<file path="config.mk">
export PLATFORM = sky130hd
export DESIGN_NAME = dmc2_ctrl
export DESIGN_NICKNAME = d
export VERILOG_FILES = /design/src/logic/dmc2_pkg.sv /design/src/logic/dmc2_ctrl.sv
export SDC_FILE = /design/constraint.sdc
export NUM_CORES = 1
export LEC_CHECK = 0
export BUFFER_PORTS_ARGS = -buffer_cell sky130_fd_sc_hd__buf_2
export CORE_ASPECT_RATIO = 0.75
export CORE_UTILIZATION = 40
export DETAILED_ROUTE_END_ITERATION = 10
export GPL_TIMING_DRIVEN = 0
export PLACE_DENSITY = 0.65
export SLEW_MARGIN = 40
export SYNTH_ARGS = -nofsm -noshare
export SYNTH_HDL_FRONTEND = slang
export SYNTH_SLANG_ARGS = --single-unit
export TNS_END_PERCENT = 20
</file>
<file path="constraint.sdc">
create_clock -name clk -period 2.1 [get_ports clk]
set_clock_uncertainty 0.15 [all_clocks]
set_input_delay 0.21 -clock clk [delete_from_list [all_inputs] [get_ports clk]]
set_output_delay 0.21 -clock clk [all_outputs]
set_load 0.01 [all_outputs]
</file>
<file path="src/logic/dmc2_pkg.sv">
// Constants and types for the second DPLL mode control register block.
// Assumes an APB master with 32-bit data and a single 50 MHz clock.
// Summary of operation
// - Holdover memory held reset while bit high
// - Holdover plus memory reset forces freerun
// - Tie correction runs while its reset low
// - Tie reset high: align to nearest edge
// - Mode 00 internal monitor, 01 external loss
// - Mode 10 forces primary, 11 secondary
// - B failure output enabled by its bit
// - A failure output enabled by its bit
// - Invert bit inverts both backplane references
// - Divider: pass, /193, /256, reserved
// - Source select picks local reference zero-three
package dmc2_pkg;
  localparam logic [11:0] DMC2_ADDR_MODE = 12'h02C;
  localparam logic [11:0] DMC2_ADDR_STAT = 12'h030;
  localparam logic [11:0] DMC2_ADDR_MASK = 12'h034;
  localparam logic [15:0] DMC2_MODE_RESET = 16'h0000;
  localparam logic [15:0] DMC2_MODE_WMASK = 16'h0FFB;
  localparam int DMC2_B_HOLDOVER_MEM_RESET = 11;
  localparam int DMC2_B_TRST = 10;
  localparam int DMC2_B_FDM = 8;
  localparam int DMC2_B_BEN = 7;
  localparam int DMC2_B_AEN = 6;
  localparam int DMC2_B_INV = 5;
  localparam int DMC2_B_DIV = 3;
  localparam int DMC2_B_SRC = 0;
  localparam int DMC2_DIV_193 = 193;
  localparam int DMC2_DIV_256 = 256;
  localparam int DMC2_NEV = 3;
  localparam int DMC2_EV_FREERUN = 0;
  localparam int DMC2_EV_FAIL_A = 1;
  localparam int DMC2_EV_FAIL_B = 2;
  typedef enum logic [1:0] {
    DMC2_FD_AUTO = 2'h0,
    DMC2_FD_EXT = 2'h1,
    DMC2_FD_PRI = 2'h2,
    DMC2_FD_SEC = 2'h3
  } dmc2_fdm_t;
  typedef enum logic [2:0] {
    DMC2_ST_LOCK = 3'h1,
    DMC2_ST_HOLD = 3'h2,
    DMC2_ST_FREE = 3'h4
  } dmc2_state_t;
  typedef struct packed {
    logic psel;
    logic penable;
    logic pwrite;
    logic [11:0] paddr;
    logic [31:0] pwdata;
  } dmc2_apb_req_t;
  typedef struct packed {
    logic [3:0] local_ref;
    logic backplane_ref_one;
    logic backplane_ref_two;
    logic primary_loss_in;
    logic secondary_loss_in;
    logic mon_pri_fail;
    logic mon_sec_fail;
  } dmc2_refs_t;
endpackage

</file>
<file path="src/logic/dmc2_ctrl.sv">
// Mode control register two with failure selection and network reference.
// Assumes refs are synchronous to clk and slow against it (edges seen).
`timescale 1ns/1ps
module dmc2_ctrl (
  input wire logic clk,
  input wire logic reset_n,
  input wire dmc2_pkg::dmc2_apb_req_t apb,
  output logic pready,
  output logic pslverr,
  output logic [31:0] prdata,
  input wire dmc2_pkg::dmc2_refs_t refs,
  output logic backplane_ref_one_dpll,
  output logic backplane_ref_two_dpll,
  output logic use_secondary,
  output logic fail_out_a,
  output logic fail_out_b,
  output logic holdover_mem_rst,
  output logic tie_correction_rst,
  output logic align_nearest_edge,
  output logic in_freerun,
  output logic network_ref_out,
  output logic irq
);
  import dmc2_pkg::*;

  logic [15:0] mode;
  logic [DMC2_NEV-1:0] stat;
  logic [DMC2_NEV-1:0] mask;
  logic [DMC2_NEV-1:0] ev;
  dmc2_state_t st;
  dmc2_state_t next_st;
  logic [7:0] div_cnt;
  logic sel_ref;
  logic sel_ref_d;
  logic pri_fail;
  logic sec_fail;
  logic wr;
  logic rd;

  // ****************************************************
  // APB slave
  // ****************************************************
  // Write lands on the edge where the master sees pready high
  assign wr = apb.psel & apb.penable & apb.pwrite & pready;
  assign rd = apb.psel & ~apb.penable & ~apb.pwrite;

  // One wait state: pready rises in the second access cycle
  always_ff @(posedge clk) begin
    if (!reset_n) begin
      pready <= 1'b0;
      pslverr <= 1'b0;
    end else begin
      pready <= apb.psel & apb.penable & ~pready;
      pslverr <= apb.psel & apb.penable & ~pready &
        (apb.paddr != DMC2_ADDR_MODE) & (apb.paddr != DMC2_ADDR_STAT) &
        (apb.paddr != DMC2_ADDR_MASK);
    end
  end

  always_ff @(posedge clk) begin
    if (!reset_n) begin
      prdata <= 32'h0000_0000;
    end else if (rd) begin
      case (apb.paddr)
        DMC2_ADDR_MODE: prdata <= {16'h0000, mode};
        DMC2_ADDR_STAT: prdata <= {29'h0000_0000, stat};
        DMC2_ADDR_MASK: prdata <= {29'h0000_0000, mask};
        default: prdata <= 32'h0000_0000;
      endcase
    end
  end

  // Zero bits kept zero
  // Reserved bits are forced low so a careless write cannot alter them.
  always_ff @(posedge clk) begin
    if (!reset_n) begin
      mode <= DMC2_MODE_RESET;
    end else if (wr && apb.paddr == DMC2_ADDR_MODE) begin
      mode <= apb.pwdata[15:0] & DMC2_MODE_WMASK;
    end
  end

  always_ff @(posedge clk) begin
    if (!reset_n) begin
      mask <= '0;
    end else if (wr && apb.paddr == DMC2_ADDR_MASK) begin
      mask <= apb.pwdata[DMC2_NEV-1:0];
    end
  end

  // Set wins over a write-one clear in the same cycle
  always_ff @(posedge clk) begin
    if (!reset_n) begin
      stat <= '0;
    end else if (wr && apb.paddr == DMC2_ADDR_STAT) begin
      stat <= (stat & ~apb.pwdata[DMC2_NEV-1:0]) | ev;
    end else begin
      stat <= stat | ev;
    end
  end

  always_ff @(posedge clk) begin
    if (!reset_n) begin
      irq <= 1'b0;
    end else begin
      irq <= |(stat & mask);
    end
  end

  // ****************************************************
  // Failure detection
  // ****************************************************
  // Failure source selection
  always_comb begin
    pri_fail = 1'b0;
    sec_fail = 1'b0;
    case (dmc2_fdm_t'(mode[DMC2_B_FDM +: 2]))
      DMC2_FD_AUTO: begin
        pri_fail = refs.mon_pri_fail;
        sec_fail = refs.mon_sec_fail;
      end
      DMC2_FD_EXT: begin
        pri_fail = refs.primary_loss_in;
        sec_fail = refs.secondary_loss_in;
      end
      default: begin
        pri_fail = 1'b0;
        sec_fail = 1'b0;
      end
    endcase
  end

  always_ff @(posedge clk) begin
    if (!reset_n) begin
      use_secondary <= 1'b0;
    end else begin
      case (dmc2_fdm_t'(mode[DMC2_B_FDM +: 2]))
        DMC2_FD_PRI: use_secondary <= 1'b0;
        DMC2_FD_SEC: use_secondary <= 1'b1;
        default: use_secondary <= pri_fail & ~sec_fail;
      endcase
    end
  end

  always_ff @(posedge clk) begin
    if (!reset_n) begin
      fail_out_a <= 1'b0;
      fail_out_b <= 1'b0;
    end else begin
      fail_out_a <= mode[DMC2_B_AEN] & pri_fail;
      fail_out_b <= mode[DMC2_B_BEN] & sec_fail;
    end
  end

  // ****************************************************
  // Holdover and freerun
  // ****************************************************
  always_comb begin
    next_st = st;
    case (st)
      DMC2_ST_LOCK: if (pri_fail & sec_fail) next_st = DMC2_ST_HOLD;
      DMC2_ST_HOLD: begin
        if (mode[DMC2_B_HOLDOVER_MEM_RESET]) next_st = DMC2_ST_FREE;
        else if (~(pri_fail & sec_fail)) next_st = DMC2_ST_LOCK;
      end
      DMC2_ST_FREE: if (~(pri_fail & sec_fail)) next_st = DMC2_ST_LOCK;
      default: next_st = DMC2_ST_LOCK;
    endcase
  end

  always_ff @(posedge clk) begin
    if (!reset_n) begin
      st <= DMC2_ST_LOCK;
    end else begin
      st <= next_st;
    end
  end

  assign ev[DMC2_EV_FREERUN] = (st == DMC2_ST_HOLD) &&
    (next_st == DMC2_ST_FREE);
  assign ev[DMC2_EV_FAIL_A] = mode[DMC2_B_AEN] & pri_fail & ~fail_out_a;
  assign ev[DMC2_EV_FAIL_B] = mode[DMC2_B_BEN] & sec_fail & ~fail_out_b;

  always_ff @(posedge clk) begin
    if (!reset_n) begin
      holdover_mem_rst <= 1'b0;
      tie_correction_rst <= 1'b0;
      align_nearest_edge <= 1'b0;
      in_freerun <= 1'b0;
    end else begin
      holdover_mem_rst <= mode[DMC2_B_HOLDOVER_MEM_RESET];
      tie_correction_rst <= mode[DMC2_B_TRST];
      align_nearest_edge <= mode[DMC2_B_TRST];
      in_freerun <= (next_st == DMC2_ST_FREE);
    end
  end

  always_ff @(posedge clk) begin
    if (!reset_n) begin
      backplane_ref_one_dpll <= 1'b0;
      backplane_ref_two_dpll <= 1'b0;
    end else begin
      backplane_ref_one_dpll <= refs.backplane_ref_one ^ mode[DMC2_B_INV];
      backplane_ref_two_dpll <= refs.backplane_ref_two ^ mode[DMC2_B_INV];
    end
  end

  // ****************************************************
  // Network reference output
  // ****************************************************
  // Local source select
  assign sel_ref = refs.local_ref[mode[DMC2_B_SRC +: 2]];

  always_ff @(posedge clk) begin
    if (!reset_n) begin
      sel_ref_d <= 1'b0;
    end else begin
      sel_ref_d <= sel_ref;
    end
  end

  // Divide by 193 or 256
  // Counter steps on rising edges of the chosen reference; output is
  // high for the first half of each divided period.
  always_ff @(posedge clk) begin
    if (!reset_n) begin
      div_cnt <= 8'h00;
    end else if (mode[DMC2_B_DIV +: 2] == 2'h1 &&
        div_cnt > 8'(DMC2_DIV_193 - 1)) begin
      // A count above the 193 period would otherwise run on to 255
      div_cnt <= 8'h00;
    end else if (sel_ref & ~sel_ref_d) begin
      if (mode[DMC2_B_DIV +: 2] == 2'h1 &&
          div_cnt == 8'(DMC2_DIV_193 - 1)) begin
        div_cnt <= 8'h00;
      end else begin
        div_cnt <= div_cnt + 8'h01;
      end
    end
  end

  always_ff @(posedge clk) begin
    if (!reset_n) begin
      network_ref_out <= 1'b0;
    end else begin
      case (mode[DMC2_B_DIV +: 2])
        2'h0: network_ref_out <= sel_ref;
        2'h1: network_ref_out <= (div_cnt < 8'(DMC2_DIV_193 / 2));
        2'h2: network_ref_out <= (div_cnt < 8'(DMC2_DIV_256 / 2));
        default: network_ref_out <= 1'b0;
      endcase
    end
  end

  // ****************************************************
  // Assertions
  // ****************************************************
  AST_RSV_ZERO:
    assert property (@(posedge clk) disable iff (!reset_n)
      mode[15:12] == 4'h0 && mode[2] == 1'b0)
    else $error("reserved mode bits not zero");
  AST_HOLDOVER_MEM_RESET:
    assert property (@(posedge clk) disable iff (!reset_n)
      $past(reset_n) |-> holdover_mem_rst == $past(mode[DMC2_B_HOLDOVER_MEM_RESET]))
    else $error("holdover reset does not follow bit");
  AST_FREERUN:
    assert property (@(posedge clk) disable iff (!reset_n)
      (st == DMC2_ST_HOLD && mode[DMC2_B_HOLDOVER_MEM_RESET]) |=> st == DMC2_ST_FREE)
    else $error("holdover reset did not force freerun");
  AST_TIE:
    assert property (@(posedge clk) disable iff (!reset_n)
      mode[DMC2_B_TRST] |=> tie_correction_rst && align_nearest_edge)
    else $error("tie reset not applied");
  AST_FORCE:
    assert property (@(posedge clk) disable iff (!reset_n)
      mode[9] |=> use_secondary == $past(mode[8]))
    else $error("forced reference wrong");
  AST_FAIL_A:
    assert property (@(posedge clk) disable iff (!reset_n)
      !mode[DMC2_B_AEN] |=> !fail_out_a)
    else $error("disabled fail a active");
  AST_FAIL_B:
    assert property (@(posedge clk) disable iff (!reset_n)
      !mode[DMC2_B_BEN] |=> !fail_out_b)
    else $error("disabled fail b active");
  AST_INV:
    assert property (@(posedge clk) disable iff (!reset_n)
      $past(reset_n) |-> backplane_ref_one_dpll ==
        ($past(refs.backplane_ref_one) ^ $past(mode[DMC2_B_INV])))
    else $error("backplane inversion wrong");
  AST_DIV193:
    assert property (@(posedge clk) disable iff (!reset_n)
      mode[DMC2_B_DIV +: 2] == 2'h1 |=> div_cnt <= 8'(DMC2_DIV_193 - 1))
    else $error("divide by 193 overran");
  AST_EXT_SRC:
    assert property (@(posedge clk) disable iff (!reset_n)
      mode[DMC2_B_FDM +: 2] == 2'h1 |=> use_secondary ==
        ($past(refs.primary_loss_in) & ~$past(refs.secondary_loss_in)))
    else $error("external loss inputs not used");
  AST_FAIL_A_ON:
    assert property (@(posedge clk) disable iff (!reset_n)
      (mode[DMC2_B_AEN] && mode[DMC2_B_FDM +: 2] == 2'h1) |=>
        fail_out_a == $past(refs.primary_loss_in))
    else $error("enabled fail a does not report");
  AST_SRC:
    assert property (@(posedge clk) disable iff (!reset_n)
      mode[DMC2_B_DIV +: 2] == 2'h0 |=> network_ref_out == $past(sel_ref))
    else $error("network reference not the selected source");
  COV_DIV193: cover property (@(posedge clk)
    mode[DMC2_B_DIV +: 2] == 2'h1 && div_cnt == 8'(DMC2_DIV_193 - 1));
  COV_FREERUN: cover property (@(posedge clk) ev[DMC2_EV_FREERUN]);
  COV_IRQ: cover property (@(posedge clk) irq);
  COV_EXT: cover property (@(posedge clk) mode[9:8] == 2'h1 && fail_out_b);
endmodule

</file>
* Word-level counts from Yosys, hierarchy flattened
Cells that the tools add are included.
** Word-level totals
- Register bits after elaboration :: 73
- Output and inout bits :: 45
- Logic and storage cells :: 94
- Bits of input ports :: 59
** Operators by class
- Reduce and logical (&&, ||, !) cells :: 10
- Equality and inequality tests :: 16
- $lt $le $gt $ge :: 4
- Add/sub/neg operators :: 1
- Bitwise operators :: 31
- Mux-type cells :: 13
** Operators by type and width (number)
- $eq A12 B6 Y1 const B :: 3
- $ne A12 B6 Y1 const B :: 3
- $pmux W12 S3 :: 1
- $and A1 B1 Y1 :: 16
- $mux W3 :: 4
- $pmux W3 S3 :: 1
- $add A8 B1 Y8 const B :: 1
- $eq A8 B8 Y1 const B :: 1
- $gt A8 B8 Y1 const B :: 1
- $lt A8 B7 Y1 const B :: 1
- $lt A8 B8 Y1 const B :: 1
- $mux W8 :: 1
- $not A1 Y1 :: 8
- $and A3 B3 Y3 :: 2
- $eq A2 B2 Y1 const B :: 3
- $eq A3 B3 Y1 const B :: 2
- $logic_and A1 B1 Y1 :: 6
- $or A3 B3 Y3 :: 2
- $pmux W1 S2 :: 3
- $eq A2 B1 Y1 const B :: 2
- $logic_not A2 Y1 :: 2
- $eq A3 B1 Y1 const B :: 1
- $eq A3 B2 Y1 const B :: 1
- $lt A2 B3 Y1 const B :: 1
- 7 further kinds :: 8

* Depth between registers and ports, before layout
Gate-level depths: netlist of run 1.
- Word-level depth :: 10
- Depth in mapped cells :: 6

* Least setup slack after synthesis of run 1
Ideal clock, no wire load.
- Path kind :: reg2reg
- Start :: register div_cnt[2]
- End :: register div_cnt[2]
- Path slack :: 0.475 ns
- Period minus slack after synthesis :: 1.625 ns
- Cell stages (with the launch flop) :: 5
- Arrival time :: 1.389 ns
- Required time :: 1.864 ns
- Library setup time :: 0.086 ns
- Cells stage by stage :: dfxtp_1 > or4_1 > nor3_1 > a2111oi_4 > a211oi_1
** Between the ends
- Cells in the longest elaborated chain, start to end :: 3
- Elaborated cells between the ends (all ways) :: 7
** Ends and longest elaborated chain
- start, declared :: line dmc2_ctrl.sv:32 : logic [7:0] div_cnt;
- start signal, assigned :: line dmc2_ctrl.sv:237 : div_cnt <= div_cnt + 8'h01;
- $gt A8 B8 Y1 or $eq A8 B8 Y1 (tied branches) :: line dmc2_ctrl.sv:229, dmc2_ctrl.sv:234
- $logic_and A1 B1 Y1, on equally long branches :: line dmc2_ctrl.sv:228, dmc2_ctrl.sv:233
- $reduce_or A2 Y1 (no line) or $mux W8 (tied branches)
Parallel ways exist; a longest one is shown, timed or not.
A chain may end at the register's enable or synchronous reset.

* Worst setup path after layout of run 1
- Start :: register mode[1]
- End :: register div_cnt[1]
** Between the ends
- Cells in the longest elaborated chain, start to end :: 3
** Ends and longest elaborated chain
- start, declared :: line dmc2_ctrl.sv:26 : logic [15:0] mode;
- start signal, assigned :: line dmc2_ctrl.sv:79 : mode <= apb.pwdata[15:0] & DMC2_MODE_WMASK;
- $bmux W1 S2 :: line dmc2_ctrl.sv:212 : assign sel_ref = refs.local_ref[mode[DMC2_B_SRC +: 2]];
- $mux W1 (not written as such) :: line dmc2_ctrl.sv:212
- $and A1 B1 Y1 :: line dmc2_ctrl.sv:232 : end else if (sel_ref & ~sel_ref_d) begin
Every way passes these cells. The select of a mux whose other input is x is not followed.

==> results.txt, run 1 <==
----------------------------------------------------
[Worst setup path]
  Critical Path RT ... 2.14 ns
  Depth of the worst register-to-register path ... 5
  Arrival time at the worst endpoint ... 1.85 ns
  Maximum fanout count along the critical path ... 10
  Cell at the slowest stage of the critical path ... dfxtp_1
  Family of cells with the greatest summed delay on the critical path ... multiplexers
  Worst Setup End Kind ... register
  Destination of the worst register-to-register timing path ... div_cnt[1]$_SDFFE_PP0P_
  Worst setup startpoint ... mode[1]$_SDFFE_PN0P_
  Type of the worst setup path ... reg -> reg
  Cell-by-cell trace of the critical path ... mux2_4, a22oi_4, buf_6, mux2i_1, nor3_1
  Critical path buffer and inverter count ... 1
  Worst r2r src ... mode[1]$_SDFFE_PN0P_
  Reg-to-reg setup timing slack ... 0.28 ns
  Startpoint type of the worst setup path ... register
  Worst path max stage delay ... 0.47 ns

[Synthesis]
  Number of standard cells after synthesis ... 279
  Adder-cell share of the synthesized area ... 0.496%
  Primary FF master, synth ... dfxtp_1
  Area share of the largest cell type after synthesis ... 42.1%
  Fraction of the mapped netlist area in simple logic gates ... 21.0%
  Yosys warning total ... 0
  Most instantiated cells after synthesis ... 53 x dfxtp_1, 31 x nand2_1, 23 x nor2_1, 22 x buf_4, 18 x mux2i_1
  Fraction of synthesized cell area in xor and xnor cells ... 1.04%
  Library cell occupying the most area in the post-synthesis netlist ... dfxtp_1
  Main combinational cell family by area after synthesis ... simple AND/OR/NAND/NOR gates
  Post-synthesis compound-gate area fraction ... 15.8%
  Synthesized area per cell ... 9.04 um^2
  Number of enable flip-flop cells after synthesis ... 0
  Ranking of synthesized cells by area ... dfxtp_1 42%, mux2i_1 7.1%, buf_4 6.6%, nand2_1 4.6%, nor2_1 3.4%
  Number of distinct library cells after synthesis ... 54
  Post-synthesis mux area share ... 8.78%
  Sequential cell area fraction in the yosys report ... 42.1%
  Netlist area before placement ... 2520 um^2
  Share of flip-flops with an asynchronous set or reset after synthesis ... 0%
  Most repeated cell in the gate-level netlist after synthesis ... dfxtp_1
  FF+latch count, synth ... 53

[Cells and area]
  Area delta synth->final ... 27.1%
  Number of nets in the final layout ... 438
  Fraction of layout instances using a drive strength above 1 ... 29.6%
  Count of non-filler cells in the finished layout ... 457
  Antenna diode count ... 0

[Route]
  Residual antenna-violating net count after detailed routing ... 0
  Number of DRC markers in iteration 0 ... 92
  # DRC ... 0
  Detailed-route vias per instance ... 4.90
  Via count of the routed design ... 2241
  Average wire length per cell after detail routing ... 13.0 um
  Sum of routed wire length over all layers ... 5.93 mm
  DRT Pass-1 Iters ... 4

[Min path]
  Type of the worst min-delay path ... in -> reg
  Hold-critical path depth ... 3
  Worst min-delay path endpoint ... mode[0]$_SDFFE_PN0P_
  Start point of the worst hold path ... apb[0]

[CTS]
  Cts-stage hold buffer count ... 11
  TritonCTS clock tree ... built
  Number of clock sinks seen by CTS ... 53
  Number of buffers created by CTS ... 5
  Library cell used as clock root buffer ... clkbuf_8
  PostCTS Resize Cnt ... 0
  Post-CTS Setup Bufs ... 0
  Number of buffers between clock root and the deepest sink ... 2
  Clock slew seen by the registers of the worst setup and hold paths ... 0.10 ns
  Number of H-tree branching levels ... 2
  Clock latency of the later-clocked register in the worst-skew pair ... 0.31 ns

[Power and ir drop]
  Power per Cell Area ... 571 nW/um^2
  Static leakage ... 0.00136 uW
  Worst ir drop on vdd ... 0.270 mV
  Total power ... 1830 uW

[STA]
  Number of hold violations in the final report ... 0
  Final worst path period need ... 1.82 ns
  Fmax ... 550 MHz
  Number of slew-limit violations in the final report ... 0
  Measured slew at the worst slew-check pin ... 0.616 ns
  Count of final setup violators ... 0
  Final TNS setup ... 0 ns
  Unrepaired setup endpoints after global routing ... no
  Final period utilization ... 86.5%
  Max-slew headroom at the worst pin ... 59.0%

[Global routing]
  Antenna violations before repair ... 0
  Total GRT Usage ... 18.8%
  Maximum number of pins on one net before global-route repair ... 19
  Global-route wire length before repair ... 9.76 mm
  Number of global-route vias before repair ... 2124
  Leftover overflow at the end of global routing ... 0

[Job]
  Number of max-capacitance violations reported ... 0

[Floorplanning]
  Number of rows in the core area ... 24
  Number of top-level pins ... 104
  Vertical extent of the die ... 70.8 um
  Total die area ... 6630 um^2
  Initial standard-cell utilization of the core ... 42.4%
  Core area ... 5950 um^2
  Chip width ... 93.7 um

[Place]
  Routability cong. ... 0.878
  Buffers added on ports ... 62
  Count of placed standard cells including taps ... 438
  Post-DP HPWL ... 4.43 mm

[Run status]
  Outcome ... finished clean

----------------------------------------------------
## kinds of logic (layout without fill, tap and decap cells)
logic type               Yosys count  count (layout)
AO/OA/AOI/OAI                     50              50
multiplexers                      21              21
flip-flops                        53              53
other                              1              20
AND/OR/NAND/NOR                  104             104
XOR/XNOR                           3               3
adder cells (fa/ha/maj)            1               1
buffers and inverters             46             127
## per-layer routing
| layer | vias to the layer above | track usage, % | routed length (um) |
|---|---|---|---|
| met5 | - | 0 | 0 |
| met4 | 0 | 5.47 | 27 |
| met3 | 2 | 5.05 | 370 |
| met2 | 70 | 30.6 | 2690 |
| met1 | 1015 | 24.6 | 2840 |
| li1 | 1154 | - | - |
## state kept, by name, indices dropped and copies added, names as in the netlist, 3 cells and up
signal   count
div_cnt      8
mode        11
prdata      12
stat         3
mask         3
st           3
## stage by stage
step / setup WS [ns] / utilization [%] / hold slack (ns) / cell area (um^2)
detailed placement: 0.201 / 50.5 / 0.295 / 3000
finish: 0.283 / 53.9 / 0.0200 / 3200
global placement: 0.250 / 50.5 / 0.300 / 3000
CTS: 0.296 / 53.9 / 0.0105 / 3200
global route: 0.223 / 53.9 / 0.0127 / 3200
floorplan: 0.475 / - / 0.187 / 2590
## tightest hold or removal path, stage by stage
cell and delay, ns:
buf_2 0.11, nand2_1 0.05, mux2i_1 0.06
## worst max path at each step
stage / slack (ns) / end / cells after the start
2_1_floorplan: 0.48 / div_cnt[2]$_SDFFE_PP0P_ / 4
3_3_place_gp: 0.25 / mask[2]$_SDFFE_PN0P_ / 7
3_5_place_dp: 0.20 / mask[2]$_SDFFE_PN0P_ / 7
4_1_cts: 0.30 / div_cnt[1]$_SDFFE_PP0P_ / 5
5_1_grt: 0.22 / div_cnt[1]$_SDFFE_PP0P_ / 4
6_report: 0.28 / div_cnt[1]$_SDFFE_PP0P_ / 5
## area by class of cell
cell class              count  area, um^2
fillers                   578        2740
multi-input cells         199        1260
flip-flops and latches     53        1060
repair buffers             73         420
plain buffers              35         225
well taps                  78        97.6
clock buffers               5        68.8
inverters                  11        41.3
clock inverters             3        25.0
## layout by cell type (no fill, tap or decap), types with 3 or more instances in the layout
cell and n:
nand3_1 6, buf_2 65, nand4_1 8, a32oi_1 9, inv_1 11, a211oi_1 6
or3_1 3, nand2_1 31, nor2_1 23, mux2i_1 18, nand3b_1 3, dlygate4sd3_1 11
conb_1 20, nand2b_1 4, nor3_1 7, o21ai_0 8, dfxtp_1 53, clkbuf_8 5
a21oi_1 7, clkbuf_1 8, buf_4 22
## report_power, final
group	switching [uW]	internal (uW)
Combinational	104	99.9
Clock	358	241
Sequential	10.6	1020
Total	473	1360
Power figures use the tool's default switching activity.
==> inputs of run 2 (changes only) <==
CORE_UTILIZATION = 25   (was 40)
PLACE_DENSITY = default   (was 0.65)
==> run 2 against run 1 <==
  * Final cell count increased by 9.4%
  * Hold slack got worse by 0.0051 ns
  * Non-clock buffer count fell by 11
  * Sequential power barely moved
  * Die area rose by 58%
  * Flip-flop and latch count stayed put
  * Fmax rose by 0.74%
  * Critical path depth unchanged
  * Clock power rose by 41%
  * First-iteration DRC count is 23% higher
  * Critical path type unchanged
  * Critical endpoint is now div_cnt[4]$_SDFFE_PP0P_
  * Highest routed layer is now met3
==> results.txt, run 2 (same netlist as run 1, synthesis figures left out) <==
----------------------------------------------------
[Run status]
  Outcome ... finished clean

[STA]
  Fmax ... 554 MHz
  Final TNS setup ... 0 ns
  Measured slew at the worst slew-check pin ... 0.633 ns
  Max-slew headroom at the worst pin ... 57.8%
  Final period utilization ... 85.9%
  Number of hold violations in the final report ... 0
  Min Hold Slack ... 0.0149 ns
  Number of slew-limit violations in the final report ... 0
  Final setup margin ... 0.296 ns
  Unrepaired setup endpoints after global routing ... no
  Count of final setup violators ... 0
  Final worst path period need ... 1.80 ns

[Cells and area]
  Commonest cells after routing, fill and taps aside ... 65 x buf_2, 53 x dfxtp_1, 31 x nand2_1
  Register bank with the most flops ... prdata
  Flip-flop count of the largest register after layout ... 12
  Count of non-filler cells in the finished layout ... 500
  Area delta synth->final ... 27.6%
  Fraction of layout instances using a drive strength above 1 ... 30.4%
  Total area of multi-input combinational cells ... 1260 um^2
  Number of fill cells ... 1030
  Flip-flop and latch area ... 1060 um^2
  Most common cell after layout, fill and taps aside ... buf_2
  Antenna diode count ... 0
  Leading registers by flop count ... prdata (12), mode (11), div_cnt (8)
  Number of nets in the final layout ... 427

[CTS]
  Number of clock sinks seen by CTS ... 53
  Post-CTS Setup Bufs ... 0
  Number of buffers created by CTS ... 5
  Number of buffers between clock root and the deepest sink ... 2
  Library cell used as clock root buffer ... clkbuf_16
  PostCTS Resize Cnt ... 0
  Number of H-tree branching levels ... 2
  Clock slew seen by the registers of the worst setup and hold paths ... 0.08 ns
  Cts-stage hold buffer count ... 0
  Clock latency of the later-clocked register in the worst-skew pair ... 0.29 ns
  TritonCTS clock tree ... built

[Worst setup path]
  Critical path buffer and inverter count ... 1
  Cell count along the critical path ... 5
  Worst Setup End Kind ... register
  Critical Path RT ... 2.16 ns
  Worst path max stage delay ... 0.47 ns
  Worst setup startpoint ... mode[1]$_SDFFE_PN0P_
  Arrival time at the worst endpoint ... 1.86 ns
  Cell-by-cell trace of the critical path ... mux2_4, a22oi_4, buf_6, o21ai_0, a211oi_1
  Maximum fanout count along the critical path ... 10
  Reg-to-reg setup timing slack ... 0.30 ns
  Type of the worst setup path ... reg -> reg
  Family of cells with the greatest summed delay on the critical path ... compound AO/OA/AOI/OAI gates
  Destination of the worst register-to-register timing path ... div_cnt[4]$_SDFFE_PP0P_
  Worst r2r src ... mode[1]$_SDFFE_PN0P_
  Critical path destination ... div_cnt[4]$_SDFFE_PP0P_
  Depth of the worst register-to-register path ... 5
  Startpoint type of the worst setup path ... register
  Cell at the slowest stage of the critical path ... dfxtp_1

[Min path]
  Hold-critical path depth ... 3
  Type of the worst min-delay path ... in -> reg

[Floorplanning]
  Core area ... 9740 um^2
  Number of rows in the core area ... 31
  Total die area ... 10500 um^2
  Initial standard-cell utilization of the core ... 25.9%
  Chip width ... 118 um
  Vertical extent of the die ... 89.0 um
  Number of top-level pins ... 104

[Route]
  Number of DRC markers in iteration 0 ... 113
  Via count of the routed design ... 2219
  # DRC ... 0
  Sum of routed wire length over all layers ... 6.53 mm
  Residual antenna-violating net count after detailed routing ... 0
  Detailed-route vias per instance ... 4.44
  DRT Pass-1 Iters ... 4
  Average wire length per cell after detail routing ... 13.1 um

[Job]
  Number of max-capacitance violations reported ... 0

[Global routing]
  Antenna violations before repair ... 0
  Leftover overflow at the end of global routing ... 0
  Number of global-route vias before repair ... 1995
  Total GRT Usage ... 12.4%
  Global-route wire length before repair ... 10.3 mm
  Maximum number of pins on one net before global-route repair ... 19

[Place]
  Count of placed standard cells including taps ... 492
  Routability cong. ... 0.791
  Buffers added on ports ... 62
  Post-placement setup slack ... 0.199 ns
  Post-DP HPWL ... 5.01 mm

[Power and ir drop]
  Worst ir drop on vdd ... 0.376 mV
  Static leakage ... 0.00134 uW
  Power per Cell Area ... 642 nW/um^2

----------------------------------------------------
-- run 2: cell count changes in the layout (fill, tap and decap cells not counted), sizes merged --
cell	previous run	this run
dlygate4sd3	11	0
-- run 2: per-layer routing --
metal  up-vias  global-route usage (%)  part of all wire, %
li1       1137                       -                    -
met1      1022                    18.2                   54
met2        60                    18.4                   41
met3         0                    3.25                  5.1
met4         0                    1.75                    0
met5         -                       0                    0
-- run 2: through the flow --
| stage | util [%] | instance area, um^2 | power (uW) |
|---|---|---|---|
| 3_3_place_gp | 31.5 | 3070 | 1240 |
| 6_report | 33.1 | 3220 | 2060 |
| 5_1_grt | 33.1 | 3220 | 2140 |
| 2_1_floorplan | - | 2590 | 1170 |
| 3_5_place_dp | 31.5 | 3070 | 1240 |
| 4_1_cts | 33.1 | 3220 | 2070 |
-- run 2: power breakdown --
group | internal, uW | total [uW] | switching [uW] | leakage [uW]
clock network | 449 | 845 | 396 | 0.0000704
logic | 86.7 | 193 | 107 | 0.000840
registers | 1020 | 1030 | 10.0 | 0.000429
total | 1550 | 2060 | 513 | 0.00134
-- run 2: how the worst min path moves through the flow --
stage	startpoint	endpoint	slack, ns
final	refs[4]	backplane_ref_two_dpll$_SDFF_PN0_	0.01
after global routing	apb[7]	mode[7]$_SDFFE_PN0P_	0.03
after CTS	apb[11]	mode[11]$_SDFFE_PN0P_	0.01
after detailed placement	prdata[1]$_SDFFE_PN0P_	prdata[1]$_SDFFE_PN0P_	0.30
after global placement	prdata[1]$_SDFFE_PN0P_	prdata[1]$_SDFFE_PN0P_	0.29
after floorplan	apb[45]	pready$_SDFF_PN0_	0.19
-- run 2: worst reg2reg max path, stage by stage, from the launching register on --
cell	delay, ns
dfxtp_1	0.47
mux2_4	0.36
a22oi_4	0.26
buf_6	0.18
o21ai_0	0.09
a211oi_1	0.21
-- run 2: area by class of cell --
class	instances	area share [%]
Buffer	35	7.00
Clock buffer	5	3.89
Clock inverter	3	0.778
Inverter	11	1.28
Multi-Input combinational cell	199	39.3
Sequential cell	53	33.0
Tap cell	132	5.13
Timing Repair Buffer	62	9.64
